`src/verilog/pmc_pkg.sv`:
```
/*
  Constants for the performance counter and block summary bank: register
  addresses, summary bit positions, widths and reset values.
  Assumes an 8-bit microprocessor data path with 16-bit byte addresses.
*/
package pmc_pkg;

  // bus widths
  localparam int ADDR_W = 16;
  localparam int DATA_W = 8;

  // counter widths
  localparam int ZV_W = 16;
  localparam int FCS_W = 8;

  // number of data-link source status registers
  localparam int NUM_LINK_SRC = 6;

  // register addresses owned by this bank
  localparam logic [15:0] ADDR_ZV_HIGH = 16'h0911;
  localparam logic [15:0] ADDR_ZV_LOW = 16'h0912;
  localparam logic [15:0] ADDR_LINK2_FCS = 16'h091C;
  localparam logic [15:0] ADDR_LINK3_FCS = 16'h092C;
  localparam logic [15:0] ADDR_BLOCK_SUM = 16'h0B00;
  localparam logic [15:0] ADDR_CLK_CFG = 16'h0100;

  // source status registers whose reads retire summary bits
  localparam logic [15:0] ADDR_SLIP_SRC = 16'h0B08;
  localparam logic [15:0] ADDR_LOOP_SRC = 16'h0B0A;
  localparam logic [15:0] ADDR_LINK_SRC0 = 16'h0B06;
  localparam logic [15:0] ADDR_LINK_SRC1 = 16'h0B16;
  localparam logic [15:0] ADDR_LINK_SRC2 = 16'h0B26;
  localparam logic [15:0] ADDR_LINK_SRC3 = 16'h0B10;
  localparam logic [15:0] ADDR_LINK_SRC4 = 16'h0B18;
  localparam logic [15:0] ADDR_LINK_SRC5 = 16'h0B28;

  // block summary bit positions
  localparam int BIT_LOOP = 6;
  localparam int BIT_CLKLOS = 5;
  localparam int BIT_ONE_SECOND_TICK = 4;
  localparam int BIT_LINK = 3;
  localparam int BIT_SLIP = 2;

  // clock-loss detection enable inside the configuration register
  localparam int BIT_CLKLOS_EN = 0;

  // reset values
  localparam logic [7:0] RST_BYTE = 8'h00;
  localparam logic [7:0] RD_UNMAPPED = 8'h00;

  // one-hot hit vector over the data-link source status registers
  function automatic logic [NUM_LINK_SRC-1:0] link_src_hit(input logic [15:0] addr);
    logic [NUM_LINK_SRC-1:0] hit;
    hit = '0;
    hit[0] = (addr == ADDR_LINK_SRC0);
    hit[1] = (addr == ADDR_LINK_SRC1);
    hit[2] = (addr == ADDR_LINK_SRC2);
    hit[3] = (addr == ADDR_LINK_SRC3);
    hit[4] = (addr == ADDR_LINK_SRC4);
    hit[5] = (addr == ADDR_LINK_SRC5);
    return hit;
  endfunction

endpackage

```
`src/verilog/pmc_cnt_if.sv`:
```
/*
  Carrier between the bank and one clear-on-read event counter: the event
  pulse, the clear strobe and the running count.
  Assumes one clock domain shared by both ends.
*/
`timescale 1ns/1ps

interface pmc_cnt_if #(
  parameter int W = 8
);
  logic evt;
  logic clr;
  logic [W-1:0] cnt;

  // counter side
  modport cnt_mp(input evt, input clr, output cnt);
  // bank side
  modport use_mp(output evt, output clr, input cnt);
endinterface

```
`src/verilog/pmc_status_bank.sv`:
```
/*
  Performance counter and block summary bank: clear-on-read zero
  violation counter with a held low byte, two frame check error counters,
  the clock-loss enable register and the block interrupt summary byte.
  Assumes event inputs come from framer logic on the same clock as
  one-cycle pulses or levels, and a host that issues single-cycle read
  and write strobes with a stable address.
*/
`timescale 1ns/1ps

module pmc_status_bank
  import pmc_pkg::*;
(
  // clock and reset
  input wire logic sys_clk_i,
  input wire logic arst_n_i,
  // microprocessor port
  input wire logic [ADDR_W-1:0] mp_addr_i,
  input wire logic mp_rd_i,
  input wire logic mp_wr_i,
  input wire logic [DATA_W-1:0] mp_wdata_i,
  output logic [DATA_W-1:0] mp_rdata_o,
  output logic mp_rvalid_o,
  // performance monitor events
  input wire logic zero_violation_i,
  input wire logic link2_fcs_error_i,
  input wire logic link3_fcs_error_i,
  // block request sources
  input wire logic loopback_code_req_i,
  input wire logic recovered_clock_lost_i,
  input wire logic one_second_tick_i,
  input wire logic [NUM_LINK_SRC-1:0] link_req_i,
  input wire logic slip_req_i,
  // configuration
  output logic clk_loss_detect_en_o
);

  // counter carriers
  pmc_cnt_if #(.W(ZV_W)) zv_if ();
  pmc_cnt_if #(.W(FCS_W)) fcs2_if ();
  pmc_cnt_if #(.W(FCS_W)) fcs3_if ();

  // address decode of the current strobe
  logic rd_zv_high;
  logic rd_zv_low;
  logic rd_fcs2;
  logic rd_fcs3;
  logic rd_sum;
  logic rd_cfg;
  logic wr_cfg;
  logic rd_loop_src;
  logic rd_slip_src;
  logic [NUM_LINK_SRC-1:0] rd_link_src;

  // holding register state
  logic [7:0] zv_hold_ff;
  logic zv_hold_vld_ff;
  logic [7:0] nxt_zv_hold;
  logic nxt_zv_hold_vld;

  // configuration and read port state
  logic [7:0] cfg_ff;
  logic [7:0] nxt_cfg;
  logic [DATA_W-1:0] rdata_ff;
  logic [DATA_W-1:0] nxt_rdata;
  logic rvalid_ff;
  logic nxt_rvalid;

  // pending flags and summary byte
  logic loop_pend;
  logic slip_pend;
  logic [NUM_LINK_SRC-1:0] link_pend;
  logic clk_los_en;
  logic [7:0] summary;

  // strobe decode
  always_comb begin
    rd_zv_high = mp_rd_i && (mp_addr_i == ADDR_ZV_HIGH);
    rd_zv_low = mp_rd_i && (mp_addr_i == ADDR_ZV_LOW);
    rd_fcs2 = mp_rd_i && (mp_addr_i == ADDR_LINK2_FCS);
    rd_fcs3 = mp_rd_i && (mp_addr_i == ADDR_LINK3_FCS);
    rd_sum = mp_rd_i && (mp_addr_i == ADDR_BLOCK_SUM);
    rd_cfg = mp_rd_i && (mp_addr_i == ADDR_CLK_CFG);
    wr_cfg = mp_wr_i && (mp_addr_i == ADDR_CLK_CFG);
    rd_loop_src = mp_rd_i && (mp_addr_i == ADDR_LOOP_SRC);
    rd_slip_src = mp_rd_i && (mp_addr_i == ADDR_SLIP_SRC);
    rd_link_src = mp_rd_i ? link_src_hit(mp_addr_i) : '0;
  end

  always_comb begin
    zv_if.evt = zero_violation_i;
    zv_if.clr = rd_zv_high || (rd_zv_low && !zv_hold_vld_ff);
    fcs2_if.evt = link2_fcs_error_i;
    fcs3_if.evt = link3_fcs_error_i;
  end

  always_comb begin
    fcs2_if.clr = rd_fcs2;
    fcs3_if.clr = rd_fcs3;
  end

  // zero violation counter, 16 bits
  pmc_rc_count #(.W(ZV_W)) u_zv_count (
    .sys_clk_i(sys_clk_i),
    .arst_n_i(arst_n_i),
    .cnt_io(zv_if.cnt_mp)
  );

  // link 2 frame check error counter
  pmc_rc_count #(.W(FCS_W)) u_fcs2_count (
    .sys_clk_i(sys_clk_i),
    .arst_n_i(arst_n_i),
    .cnt_io(fcs2_if.cnt_mp)
  );

  // link 3 frame check error counter
  pmc_rc_count #(.W(FCS_W)) u_fcs3_count (
    .sys_clk_i(sys_clk_i),
    .arst_n_i(arst_n_i),
    .cnt_io(fcs3_if.cnt_mp)
  );

  // capture low byte on upper read
  always_comb begin
    nxt_zv_hold = zv_hold_ff;
    nxt_zv_hold_vld = zv_hold_vld_ff;
    if (rd_zv_high) begin
      nxt_zv_hold = zv_if.cnt[7:0];
      nxt_zv_hold_vld = 1'b1;
    end else if (rd_zv_low) begin
      nxt_zv_hold_vld = 1'b0;
    end
  end

  // holding register
  always_ff @(posedge sys_clk_i or negedge arst_n_i) begin
    if (!arst_n_i) begin
      zv_hold_ff <= RST_BYTE;
      zv_hold_vld_ff <= 1'b0;
    end else begin
      zv_hold_ff <= nxt_zv_hold;
      zv_hold_vld_ff <= nxt_zv_hold_vld;
    end
  end

  // loopback flag retires on its source read
  // each data-link flag retires on its own read
  // slip flag retires on its source read
  pmc_pend_flags #(.N(NUM_LINK_SRC + 2)) u_pend (
    .sys_clk_i(sys_clk_i),
    .arst_n_i(arst_n_i),
    .set_i({loopback_code_req_i, slip_req_i, link_req_i}),
    .clr_i({rd_loop_src, rd_slip_src, rd_link_src}),
    .pend_o({loop_pend, slip_pend, link_pend})
  );

  // configuration register write
  always_comb begin
    nxt_cfg = cfg_ff;
    if (wr_cfg) begin
      nxt_cfg = mp_wdata_i;
    end
  end

  always_ff @(posedge sys_clk_i or negedge arst_n_i) begin
    if (!arst_n_i) begin
      cfg_ff <= RST_BYTE;
    end else begin
      cfg_ff <= nxt_cfg;
    end
  end

  assign clk_los_en = cfg_ff[BIT_CLKLOS_EN];

  // summary byte assembly
  always_comb begin
    summary = RST_BYTE;
    summary[BIT_LOOP] = loop_pend;
    summary[BIT_CLKLOS] = recovered_clock_lost_i && clk_los_en;
    summary[BIT_ONE_SECOND_TICK] = one_second_tick_i;
    summary[BIT_LINK] = |link_pend;
    summary[BIT_SLIP] = slip_pend;
  end

  // read data select, registered one cycle after the strobe
  always_comb begin
    nxt_rvalid = mp_rd_i;
    nxt_rdata = rdata_ff;
    if (mp_rd_i) begin
      case (mp_addr_i)
        ADDR_ZV_HIGH: nxt_rdata = zv_if.cnt[15:8];
        // low byte, held after upper read
        ADDR_ZV_LOW: nxt_rdata = zv_hold_vld_ff ? zv_hold_ff : zv_if.cnt[7:0];
        ADDR_LINK2_FCS: nxt_rdata = fcs2_if.cnt;
        ADDR_LINK3_FCS: nxt_rdata = fcs3_if.cnt;
        ADDR_BLOCK_SUM: nxt_rdata = summary;
        ADDR_CLK_CFG: nxt_rdata = cfg_ff;
        default: nxt_rdata = RD_UNMAPPED;
      endcase
    end
  end

  // read port registers
  always_ff @(posedge sys_clk_i or negedge arst_n_i) begin
    if (!arst_n_i) begin
      rdata_ff <= RST_BYTE;
      rvalid_ff <= 1'b0;
    end else begin
      rdata_ff <= nxt_rdata;
      rvalid_ff <= nxt_rvalid;
    end
  end

  assign mp_rdata_o = rdata_ff;
  assign mp_rvalid_o = rvalid_ff;
  assign clk_loss_detect_en_o = cfg_ff[BIT_CLKLOS_EN];

  // checks on counting, holding and summary behaviour

  property p_zv_inc;
    @(posedge sys_clk_i) disable iff (!arst_n_i)
    (zero_violation_i && !zv_if.clr && (zv_if.cnt != 16'hFFFF))
      |=> (zv_if.cnt == $past(zv_if.cnt) + 16'h0001);
  endproperty
  a_zv_inc: assert property (p_zv_inc) else $error("violation count did not step");

  property p_zv_hold;
    @(posedge sys_clk_i) disable iff (!arst_n_i)
    (rd_zv_high && !zero_violation_i)
      |=> (zv_hold_vld_ff && (zv_hold_ff == $past(zv_if.cnt[7:0])) && (zv_if.cnt == 16'h0000));
  endproperty
  a_zv_hold: assert property (p_zv_hold) else $error("upper read did not hold and restart");

  property p_zv_pair;
    @(posedge sys_clk_i) disable iff (!arst_n_i)
    (rd_zv_high && !zero_violation_i) ##1 (!mp_rd_i && !zero_violation_i)
      ##1 (rd_zv_low && !zero_violation_i)
      |=> (mp_rdata_o == $past(zv_hold_ff)) ##1 (zv_if.cnt == 16'h0000);
  endproperty
  a_zv_pair: assert property (p_zv_pair) else $error("ordered pair read gave wrong low byte");

  property p_zv_high_data;
    @(posedge sys_clk_i) disable iff (!arst_n_i)
    rd_zv_high |=> (mp_rvalid_o && (mp_rdata_o == $past(zv_if.cnt[15:8])));
  endproperty
  a_zv_high_data: assert property (p_zv_high_data) else $error("upper byte read wrong");

  property p_fcs2_clear;
    @(posedge sys_clk_i) disable iff (!arst_n_i)
    (rd_fcs2 && !link2_fcs_error_i) |=> (fcs2_if.cnt == 8'h00)
      && (mp_rdata_o == $past(fcs2_if.cnt));
  endproperty
  a_fcs2_clear: assert property (p_fcs2_clear) else $error("link 2 count not cleared on read");

  property p_fcs3_clear;
    @(posedge sys_clk_i) disable iff (!arst_n_i)
    (rd_fcs3 && link3_fcs_error_i) |=> (fcs3_if.cnt == 8'h01);
  endproperty
  a_fcs3_clear: assert property (p_fcs3_clear) else $error("link 3 event lost at clear");

  property p_loop_pend;
    @(posedge sys_clk_i) disable iff (!arst_n_i)
    loopback_code_req_i ##1 (rd_sum && !rd_loop_src) |=> mp_rdata_o[BIT_LOOP];
  endproperty
  a_loop_pend: assert property (p_loop_pend) else $error("loopback request not shown");

  property p_loop_clear;
    @(posedge sys_clk_i) disable iff (!arst_n_i)
    (rd_loop_src && !loopback_code_req_i) |=> !loop_pend;
  endproperty
  a_loop_clear: assert property (p_loop_clear) else $error("loopback flag not retired");

  property p_clklos_gate;
    @(posedge sys_clk_i) disable iff (!arst_n_i)
    rd_sum |=> (mp_rdata_o[BIT_CLKLOS] == $past(recovered_clock_lost_i && clk_los_en))
      && (mp_rdata_o[BIT_ONE_SECOND_TICK] == $past(one_second_tick_i));
  endproperty
  a_clklos_gate: assert property (p_clklos_gate) else $error("clock loss or second bit wrong");

  property p_link_clear;
    @(posedge sys_clk_i) disable iff (!arst_n_i)
    (link_req_i[0] && !(|link_pend[NUM_LINK_SRC-1:1])) ##1 (rd_link_src[0] && !(|link_req_i))
      |-> summary[BIT_LINK] ##1 !summary[BIT_LINK];
  endproperty
  a_link_clear: assert property (p_link_clear) else $error("data-link summary not retired");

  property p_slip;
    @(posedge sys_clk_i) disable iff (!arst_n_i)
    (slip_req_i && rd_slip_src) |=> summary[BIT_SLIP];
  endproperty
  a_slip: assert property (p_slip) else $error("slip request lost at clear");

endmodule

```
`src/verilog/pmc_rc_count.sv`:
```
/*
  Saturating event counter that restarts on a clear strobe; an event in
  the clearing cycle counts as the first of the new interval.
  Assumes event and clear are synchronous one-cycle pulses.
*/
`timescale 1ns/1ps

module pmc_rc_count #(
  parameter int W = 8
) (
  // clock and reset
  input wire logic sys_clk_i,
  input wire logic arst_n_i,
  // counter carrier
  pmc_cnt_if.cnt_mp cnt_io
);

  localparam logic [W-1:0] CNT_ONE = {{(W-1){1'b0}}, 1'b1};
  localparam logic [W-1:0] CNT_MAX = {W{1'b1}};

  logic [W-1:0] cnt_ff;
  logic [W-1:0] nxt_cnt;

  // restart keeps a coincident event, otherwise count up and hold at max
  always_comb begin
    if (cnt_io.clr) begin
      nxt_cnt = cnt_io.evt ? CNT_ONE : '0;
    end else if (cnt_io.evt && (cnt_ff != CNT_MAX)) begin
      nxt_cnt = cnt_ff + CNT_ONE;
    end else begin
      nxt_cnt = cnt_ff;
    end
  end

  // count register
  always_ff @(posedge sys_clk_i or negedge arst_n_i) begin
    if (!arst_n_i) begin
      cnt_ff <= '0;
    end else begin
      cnt_ff <= nxt_cnt;
    end
  end

  assign cnt_io.cnt = cnt_ff;

endmodule

```
`src/verilog/pmc_pend_flags.sv`:
```
/*
  Vector of sticky pending flags: set by a request pulse, retired by a
  clear strobe, with the set winning when both come together.
  Assumes synchronous one-cycle pulses on both inputs.
*/
`timescale 1ns/1ps

module pmc_pend_flags #(
  parameter int N = 1
) (
  // clock and reset
  input wire logic sys_clk_i,
  input wire logic arst_n_i,
  // set and clear strobes
  input wire logic [N-1:0] set_i,
  input wire logic [N-1:0] clr_i,
  // pending flags
  output logic [N-1:0] pend_o
);

  logic [N-1:0] pend_ff;
  logic [N-1:0] nxt_pend;

  // set beats clear in the same cycle
  always_comb begin
    nxt_pend = set_i | (pend_ff & ~clr_i);
  end

  // flag registers
  always_ff @(posedge sys_clk_i or negedge arst_n_i) begin
    if (!arst_n_i) begin
      pend_ff <= '0;
    end else begin
      pend_ff <= nxt_pend;
    end
  end

  assign pend_o = pend_ff;

endmodule

```
`config.mk`:
```
export PLATFORM = sky130hd
export DESIGN_NAME = pmc_status_bank
export DESIGN_NICKNAME = d
export VERILOG_FILES = /design/src/verilog/pmc_pkg.sv /design/src/verilog/pmc_cnt_if.sv /design/src/verilog/pmc_status_bank.sv /design/src/verilog/pmc_rc_count.sv /design/src/verilog/pmc_pend_flags.sv
export SDC_FILE = /design/constraint.sdc
export NUM_CORES = 1
export LEC_CHECK = 0
export BUFFER_PORTS_ARGS = -buffer_cell sky130_fd_sc_hd__buf_2
export CAP_MARGIN = 10
export CORE_MARGIN = 3
export CORE_UTILIZATION = 30
export DETAILED_ROUTE_END_ITERATION = 6
export PLACE_DENSITY_LB_ADDON = 0.25
export SLEW_MARGIN = 15
export SYNTH_ARGS = -nofsm -noshare
export SYNTH_HDL_FRONTEND = slang
export SYNTH_SLANG_ARGS = --single-unit
```
`constraint.sdc`:
```
create_clock -name sys_clk_i -period 2 [get_ports sys_clk_i]
set_clock_uncertainty 0.1 [all_clocks]
set_input_delay 0.2 -clock sys_clk_i [delete_from_list [all_inputs] [get_ports sys_clk_i]]
set_output_delay 0.2 -clock sys_clk_i [all_outputs]
set_load 0.02 [all_outputs]
```
==> flow_summary_export.csv, run 1 <==
group,metric,value,unit
routing,drt_iter0_drc,150,
place,io_buffers,50,
global_routing,grt_start_max_net_pins,23,
pwr,p_leak,2.11,nW
global_routing,grt_first_pass_wirelength,16.5,mm
routing,ant_nets,0,
yosys,yosys_register_bits,66,
finish,stdcell_area,4790,um2
yosys,yosysUniqueCellTypes,56,
pwr,p_per_area,873,nW/um2
sta,slew_headroom,70.4,%
clocking,clockBufferDepth,2,
global_routing,antenna_found_initial,0,
place,place.gp.congestion,0.873,
yosys,synth_area_leaders,"dfrtp_1, mux2_2, nor2_1",
yosys,async_flop_share,100,%
yosys,synth_top_area_share,46.4,%
yosys,yosys_warnings,0,
clocking,clkLatencyLatePin,0.33,ns
finish,final_cell_mix,"dfrtp_1, buf_2, buf_4",
global_routing,grt_pass1_vias,3161,
floorplan,core_area,11500,um2
global_routing,grt-ovfl-total,0,
routing,top_layer_used,"met4",
floorplan,rows,39,
routing,wl_met2,4.89,mm
worst_setup_path,cp_max_fo,4,
routing,finalWirelength,9.94,mm
clocking,cts_buffers,9,
floorplan,top_level_ports,51,
worst_setup_path,worstSetupPathType,"reg2reg",
sta,tightest_slew,0.438,ns
sta,fin_crit_sh,97.4,%
sta,final-setup-viol-count,0,
sta,holdWs,0.00748,ns
routing,viasPerCell,5.16,
sta,rsz0062_at_grt,"no",
finish,drive_gt1_share,29.8,%
finish,final_cells,613,
worst_hold_path,hold_depth,2,
yosys,synth_top_area_cell,"dfrtp_1",
yosys,synth_fp_nets,398,
worst_setup_path,worst_ep_required_time,2.15,ns
floorplan,dieArea,13200,um2
floorplan,start_util,30.9,%
worst_setup_path,arrival,2.10,ns
routing,routed-via-count,3163,
pwr,p_total,4.18,mW
routing,drt_pass1_iterations,4,
run,drv_cap,0,
yosys,avgSynthCellArea,10.1,um2
floorplan,die_x,115,um
finish,finalNetCount,509,
clocking,cts_tree,"yes",
place,place_inst,584,
global_routing,gr-usage-all-layers,16.2,%
finish,mostFrequentLayoutCell,"dfrtp_1",
yosys,synth_edf_count,0,
routing,wl_met1,4.51,mm
worst_setup_path,r2r_cells,6,
sta,fmax,514,MHz
worst_setup_path,crit_path_start_kind,"flop",
pwr,ir_drop,0.583,mV
worst_hold_path,hold_class,"in2reg",
clocking,cts_sinks,66,
place,place_area,4320,um2
finish,n_fill_cell,1140,
finish,area_growth,34.6,%
clocking,ctsHtreeMaxLevel,3,
clocking,clk_pin_slew,0.06,ns
clocking,root_buffer,"clkbuf_16",
worst_setup_path,endpoint_kind,"flop",
clocking,postCtsSetupRepairBufs,0,
sta,post-route-min-period,1.95,ns
place,dp_slack,-0.184,ns
yosys,syn_area,3560,um2
sta,finalHoldViolCount,0,
outcome,status,"finished clean",
routing,drc_errors,0,
sta,slew_viol_final,0,
routing,wl_per_cell,16.2,um
yosys,syn_inst,354,
yosys,synth_ff_type,"dfrtp_1",
sta,finalWorstSetupSlack,0.0530,ns
yosys,synth.yosys.seq_area_share,46.4,%
routing,wl_met3,412,um
finish,diodes,0,
place,dp_hpwl,7.46,mm
floorplan,die_h,115,um
==> through the flow <==
step | utilization [%] | setup TNS (ns)
2_1_floorplan | - | 0
3_3_place_gp | 37.5 | -3.02
3_5_place_dp | 37.5 | -2.91
4_1_cts | 41.4 | 0
5_1_grt | 41.6 | 0
6_report | 41.6 | 0
==> logic make-up after synthesis <==
logic type / share of synthesized area (%)
and+or+nand+nor: 24.2
AOI/OAI and AO/OA: 13.3
DFF: 46.4
muxes: 7.91
xor gates and xnor gates: 5.42
buffers and inverters: 1.69
adders and majority gates: 1.05
==> cells in the mapped netlist, types with 2 or more instances <==
master / n
clkbuf_1: 4
inv_1: 3
a22oi_1: 12
dfrtp_1: 66
nor2_1: 40
buf_2: 3
and4_1: 5
nor4_1: 5
a21oi_1: 15
a211oi_1: 2
or4b_1: 2
a31oi_1: 10
o21ai_0: 20
nand3_1: 12
mux2i_1: 9
and2_1: 4
nor2b_1: 3
o211ai_1: 2
xnor2_1: 14
nor4b_1: 5
nand2_1: 19
ha_1: 3
nand4_1: 13
a32oi_1: 2
nor3_1: 9
or4bb_1: 2
nand2b_1: 7
or4b_2: 2
xor2_1: 8
or4_1: 3
mux2_2: 16
buf_4: 2
or3_1: 2
a21o_1: 2
and3_1: 7
==> final timing paths <==
path | from | endpoint | slack, ns
hold reg to reg | u_pend.pend_o[3] | u_pend.pend_o[3] | 0.39
setup / recovery | u_zv_count.cnt_io.cnt[0] | u_zv_count.cnt_io.cnt[8] | 0.05
setup reg to reg | u_zv_count.cnt_io.cnt[0] | u_zv_count.cnt_io.cnt[8] | 0.05
hold / removal | mp_wdata_i[3] | cfg_ff[3] | 0.007
max in group asynchronous | arst_n_i | u_fcs2_count.cnt_io.cnt[5] | 1.02
min in group asynchronous | arst_n_i | u_pend.pend_o[3] | 0.25
==> worst max-delay path: stages (launching register included) <==
cell and delay [ns]:
dfrtp_1 0.38, ha_1 0.24, and2_1 0.21, nand4_1 0.15, o21ai_0 0.12, or4_1 0.48, a21oi_1 0.18
==> sequential cells by signal, indices dropped and copies added (netlist names) <==
signal / flops
u_zv_count.cnt_io.cnt: 16
cfg_ff: 8
mp_rdata_o: 8
u_fcs2_count.cnt_io.cnt: 8
u_fcs3_count.cnt_io.cnt: 8
u_pend.pend_o: 8
zv_hold_ff: 8
mp_rvalid_o: 1
zv_hold_vld_ff: 1
==> report_power, final <==
part | switching (mW) | leakage [nW] | total [mW] | internal, mW
Clock | 0.604 | 0.159 | 1.73 | 1.13
Combinational | 0.326 | 1.13 | 0.646 | 0.319
Sequential | 0.279 | 0.821 | 1.80 | 1.52
==> per-layer routing <==
layer / global-route usage [%] / vias to the layer above
li1: - / 1551
met3: 4.58 / 11
met1: 21.2 / 1543
met4: 3.68 / 0
met5: 0 / -
met2: 26.5 / 58
==> cell type report <==
cell class,instances,area [um2],share of cell area (%)
clock inverter,6,90.1,1.88
clock buffer,10,239,4.99
tap,143,179,3.74
sequential,66,1650,34.5
inverter,3,11.3,0.235
multi-input combinational,275,1860,38.8
timing repair buffer,110,758,15.8
==> timing repair <==
item	4_1_cts	5_1_grt
gates resized for setup	0	1
hold endpoints to repair	23	1
hold buffers	12	1
endpoints found under the setup margin	0	2
Note: power is estimated with default switching activity, not from simulation.
==> inputs of run 2 (changes only) <==
==> constraint.sdc (replaced) <==
create_clock -name sys_clk_i -period 1.7 [get_ports sys_clk_i]
set_clock_uncertainty 0.1 [all_clocks]
set_input_delay 0.17 -clock sys_clk_i [delete_from_list [all_inputs] [get_ports sys_clk_i]]
set_output_delay 0.17 -clock sys_clk_i [all_outputs]
set_load 0.02 [all_outputs]
==> run 2 against run 1 <==
Effect of this change: power increased by 23%; maximum frequency increased by 16%; die area unchanged; sequential share of layout area decreased by 2.3 points; final cell count increased by 5.1%; clock power increased by 9%; setup slack got worse by 0.028 ns; count of clock-buffer cells in the layout increased by 3; register-to-register slack got worse by 0.03 ns; utilization increased by 3.2 points; via count increased by 4.0%; sequential power increased by 12%; critical endpoint unchanged; highest routed layer unchanged.
==> flow_summary_export.csv, run 2 (synthesized netlist as in run 1, its figures left out) <==
group,metric,value,unit
sta,finalHoldViolCount,0,
finish,mostFrequentLayoutCell,"buf_4",
clocking,root_buffer,"clkbuf_16",
pwr,pwr-share-clk,36.9,%
clocking,cts_tree,"yes",
sta,slew_viol_final,0,
finish,multi_input_area,1990,um2
worst_setup_path,worstSetupPathType,"reg2reg",
pwr,p_total,5.13,mW
pwr,switching_share,28.5,%
sta,rsz0062_at_grt,"yes",
sta,post-route-min-period,1.68,ns
clocking,cts_buffers,9,
finish,largest_reg_flops,16,
pwr,intPower,3.67,mW
routing,wl_per_cell,16.5,um
worst_hold_path,hold_class,"in2reg",
clocking,clockBufferDepth,2,
pwr,pwr-share-seq,39.3,%
floorplan,start_util,30.9,%
pwr,ir_drop,0.679,mV
finish,regArea,1660,um2
pwr,switchingPower,1.46,mW
global_routing,grt_pass1_vias,3348,
finish,final_cell_mix,"buf_4, dfrtp_1, buf_2",
routing,routed-via-count,3288,
finish,n_fill_cell,1110,
floorplan,die_h,115,um
worst_setup_path,cp_max_fo,3,
run,drv_cap,0,
global_routing,gr-usage-all-layers,16.4,%
clocking,ctsHtreeMaxLevel,3,
global_routing,antenna_found_initial,0,
sta,fmax,597,MHz
clocking,cts_sinks,66,
place,io_buffers,50,
global_routing,grt_start_max_net_pins,29,
floorplan,top_level_ports,51,
clocking,clk_pin_slew,0.05,ns
finish,final_util,44.8,%
finish,area_growth,44.8,%
routing,finalWirelength,10.6,mm
worst_setup_path,arrival,1.83,ns
finish,final_cells,644,
sta,final-setup-viol-count,0,
finish,diodes,0,
finish,drive_gt1_share,38.7,%
floorplan,rows,39,
floorplan,die_x,115,um
worst_setup_path,crit_path_start_kind,"flop",
routing,drt_pass1_iterations,4,
clocking,clkLatencyLatePin,0.32,ns
global_routing,grt_first_pass_wirelength,16.9,mm
floorplan,core_area,11500,um2
place,dp_hpwl,8.05,mm
outcome,status,"finished clean",
sta,tightest_slew,0.482,ns
place,dp_slack,-0.343,ns
sta,finalWorstSetupSlack,0.0246,ns
floorplan,dieArea,13200,um2
sta,fin_crit_sh,98.6,%
worst_setup_path,endpoint_kind,"flop",
pwr,p_leak,2.28,nW
global_routing,grt-ovfl-total,0,
routing,drt_iter0_drc,167,
pwr,p_per_area,996,nW/um2
place,place_inst,610,
routing,ant_nets,0,
sta,slew_headroom,67.9,%
worst_setup_path,worst_ep_required_time,1.85,ns
sta,fin_setup_tns,0,ns
routing,viasPerCell,5.11,
finish,finalNetCount,541,
routing,drc_errors,0,
place,place.gp.congestion,0.837,
pwr,power_frac_comb,23.8,%
-- run 2: final cells by class --
cell class / count / share of cell area (%)
multi-input combinational: 275 / 38.6
sequential: 66 / 32.2
tap: 143 / 3.47
timing repair buffer: 142 / 19.6
clock buffer: 13 / 5.24
clock inverter: 2 / 0.680
inverter: 3 / 0.218
-- run 2: stage by stage --
stage	hold WS, ns	instance area, um2
finish	0.0223	5150
global route	0.0635	5150
CTS	0.00328	5030
detailed placement	0.0603	4540
global placement	0.0615	4540
floorplan	-0.226	3600
-- run 2: repair_timing --
item | 4_1_cts | 5_1_grt
gates resized for setup | 3 | 26
pin swaps | 0 | 21
hold buffers | 16 | 1
cloned | 0 | 0
setup buffers | 0 | 2
endpoints found under the setup margin | 4 | 44
endpoints found under the hold margin | 31 | 1
-- run 2: per-layer routing --
layer,share of wire [%],wire [um],track usage (%)
met4,2.0,210,4.77
met5,0,0,0
met1,45,4770,21.0
met3,3.5,367,3.68
met2,50,5270,28.0
-- run 2: worst paths after layout --
kind                                          start                    endpoint  slack, ns  depth (start not counted)
setup / recovery           u_zv_count.cnt_io.cnt[0]    u_zv_count.cnt_io.cnt[8]       0.02                          6
hold / removal                    link3_fcs_error_i  u_fcs3_count.cnt_io.cnt[0]       0.02                          3
setup reg to reg           u_zv_count.cnt_io.cnt[0]    u_zv_count.cnt_io.cnt[8]       0.02                          6
hold reg to reg                    u_pend.pend_o[7]            u_pend.pend_o[7]       0.39                          1
max in group asynchronous                  arst_n_i  u_fcs2_count.cnt_io.cnt[3]       0.74                          3
min in group asynchronous                  arst_n_i               mp_rdata_o[0]       0.24                          2
-- run 2: critical path, cell delays in order, from the launching register on --
cell and delay (ns):
dfrtp_1 0.38, ha_2 0.19, and2_4 0.17, nand4_1 0.13, o21ai_2 0.08, or4_4 0.42, a21oi_2 0.12
-- run 2: power groups by stage --
| stage | combinational [mW] | sequential, mW | clock (mW) |
|---|---|---|---|
| 6_report | 1.22 | 2.02 | 1.89 |
| 5_1_grt | 1.36 | 2.04 | 2.00 |
| 3_3_place_gp | 1.14 | 2.01 | 0 |
| 2_1_floorplan | 0.479 | 2.05 | 0 |
| 4_1_cts | 1.21 | 2.00 | 1.94 |
| 3_5_place_dp | 1.18 | 2.02 | 0 |
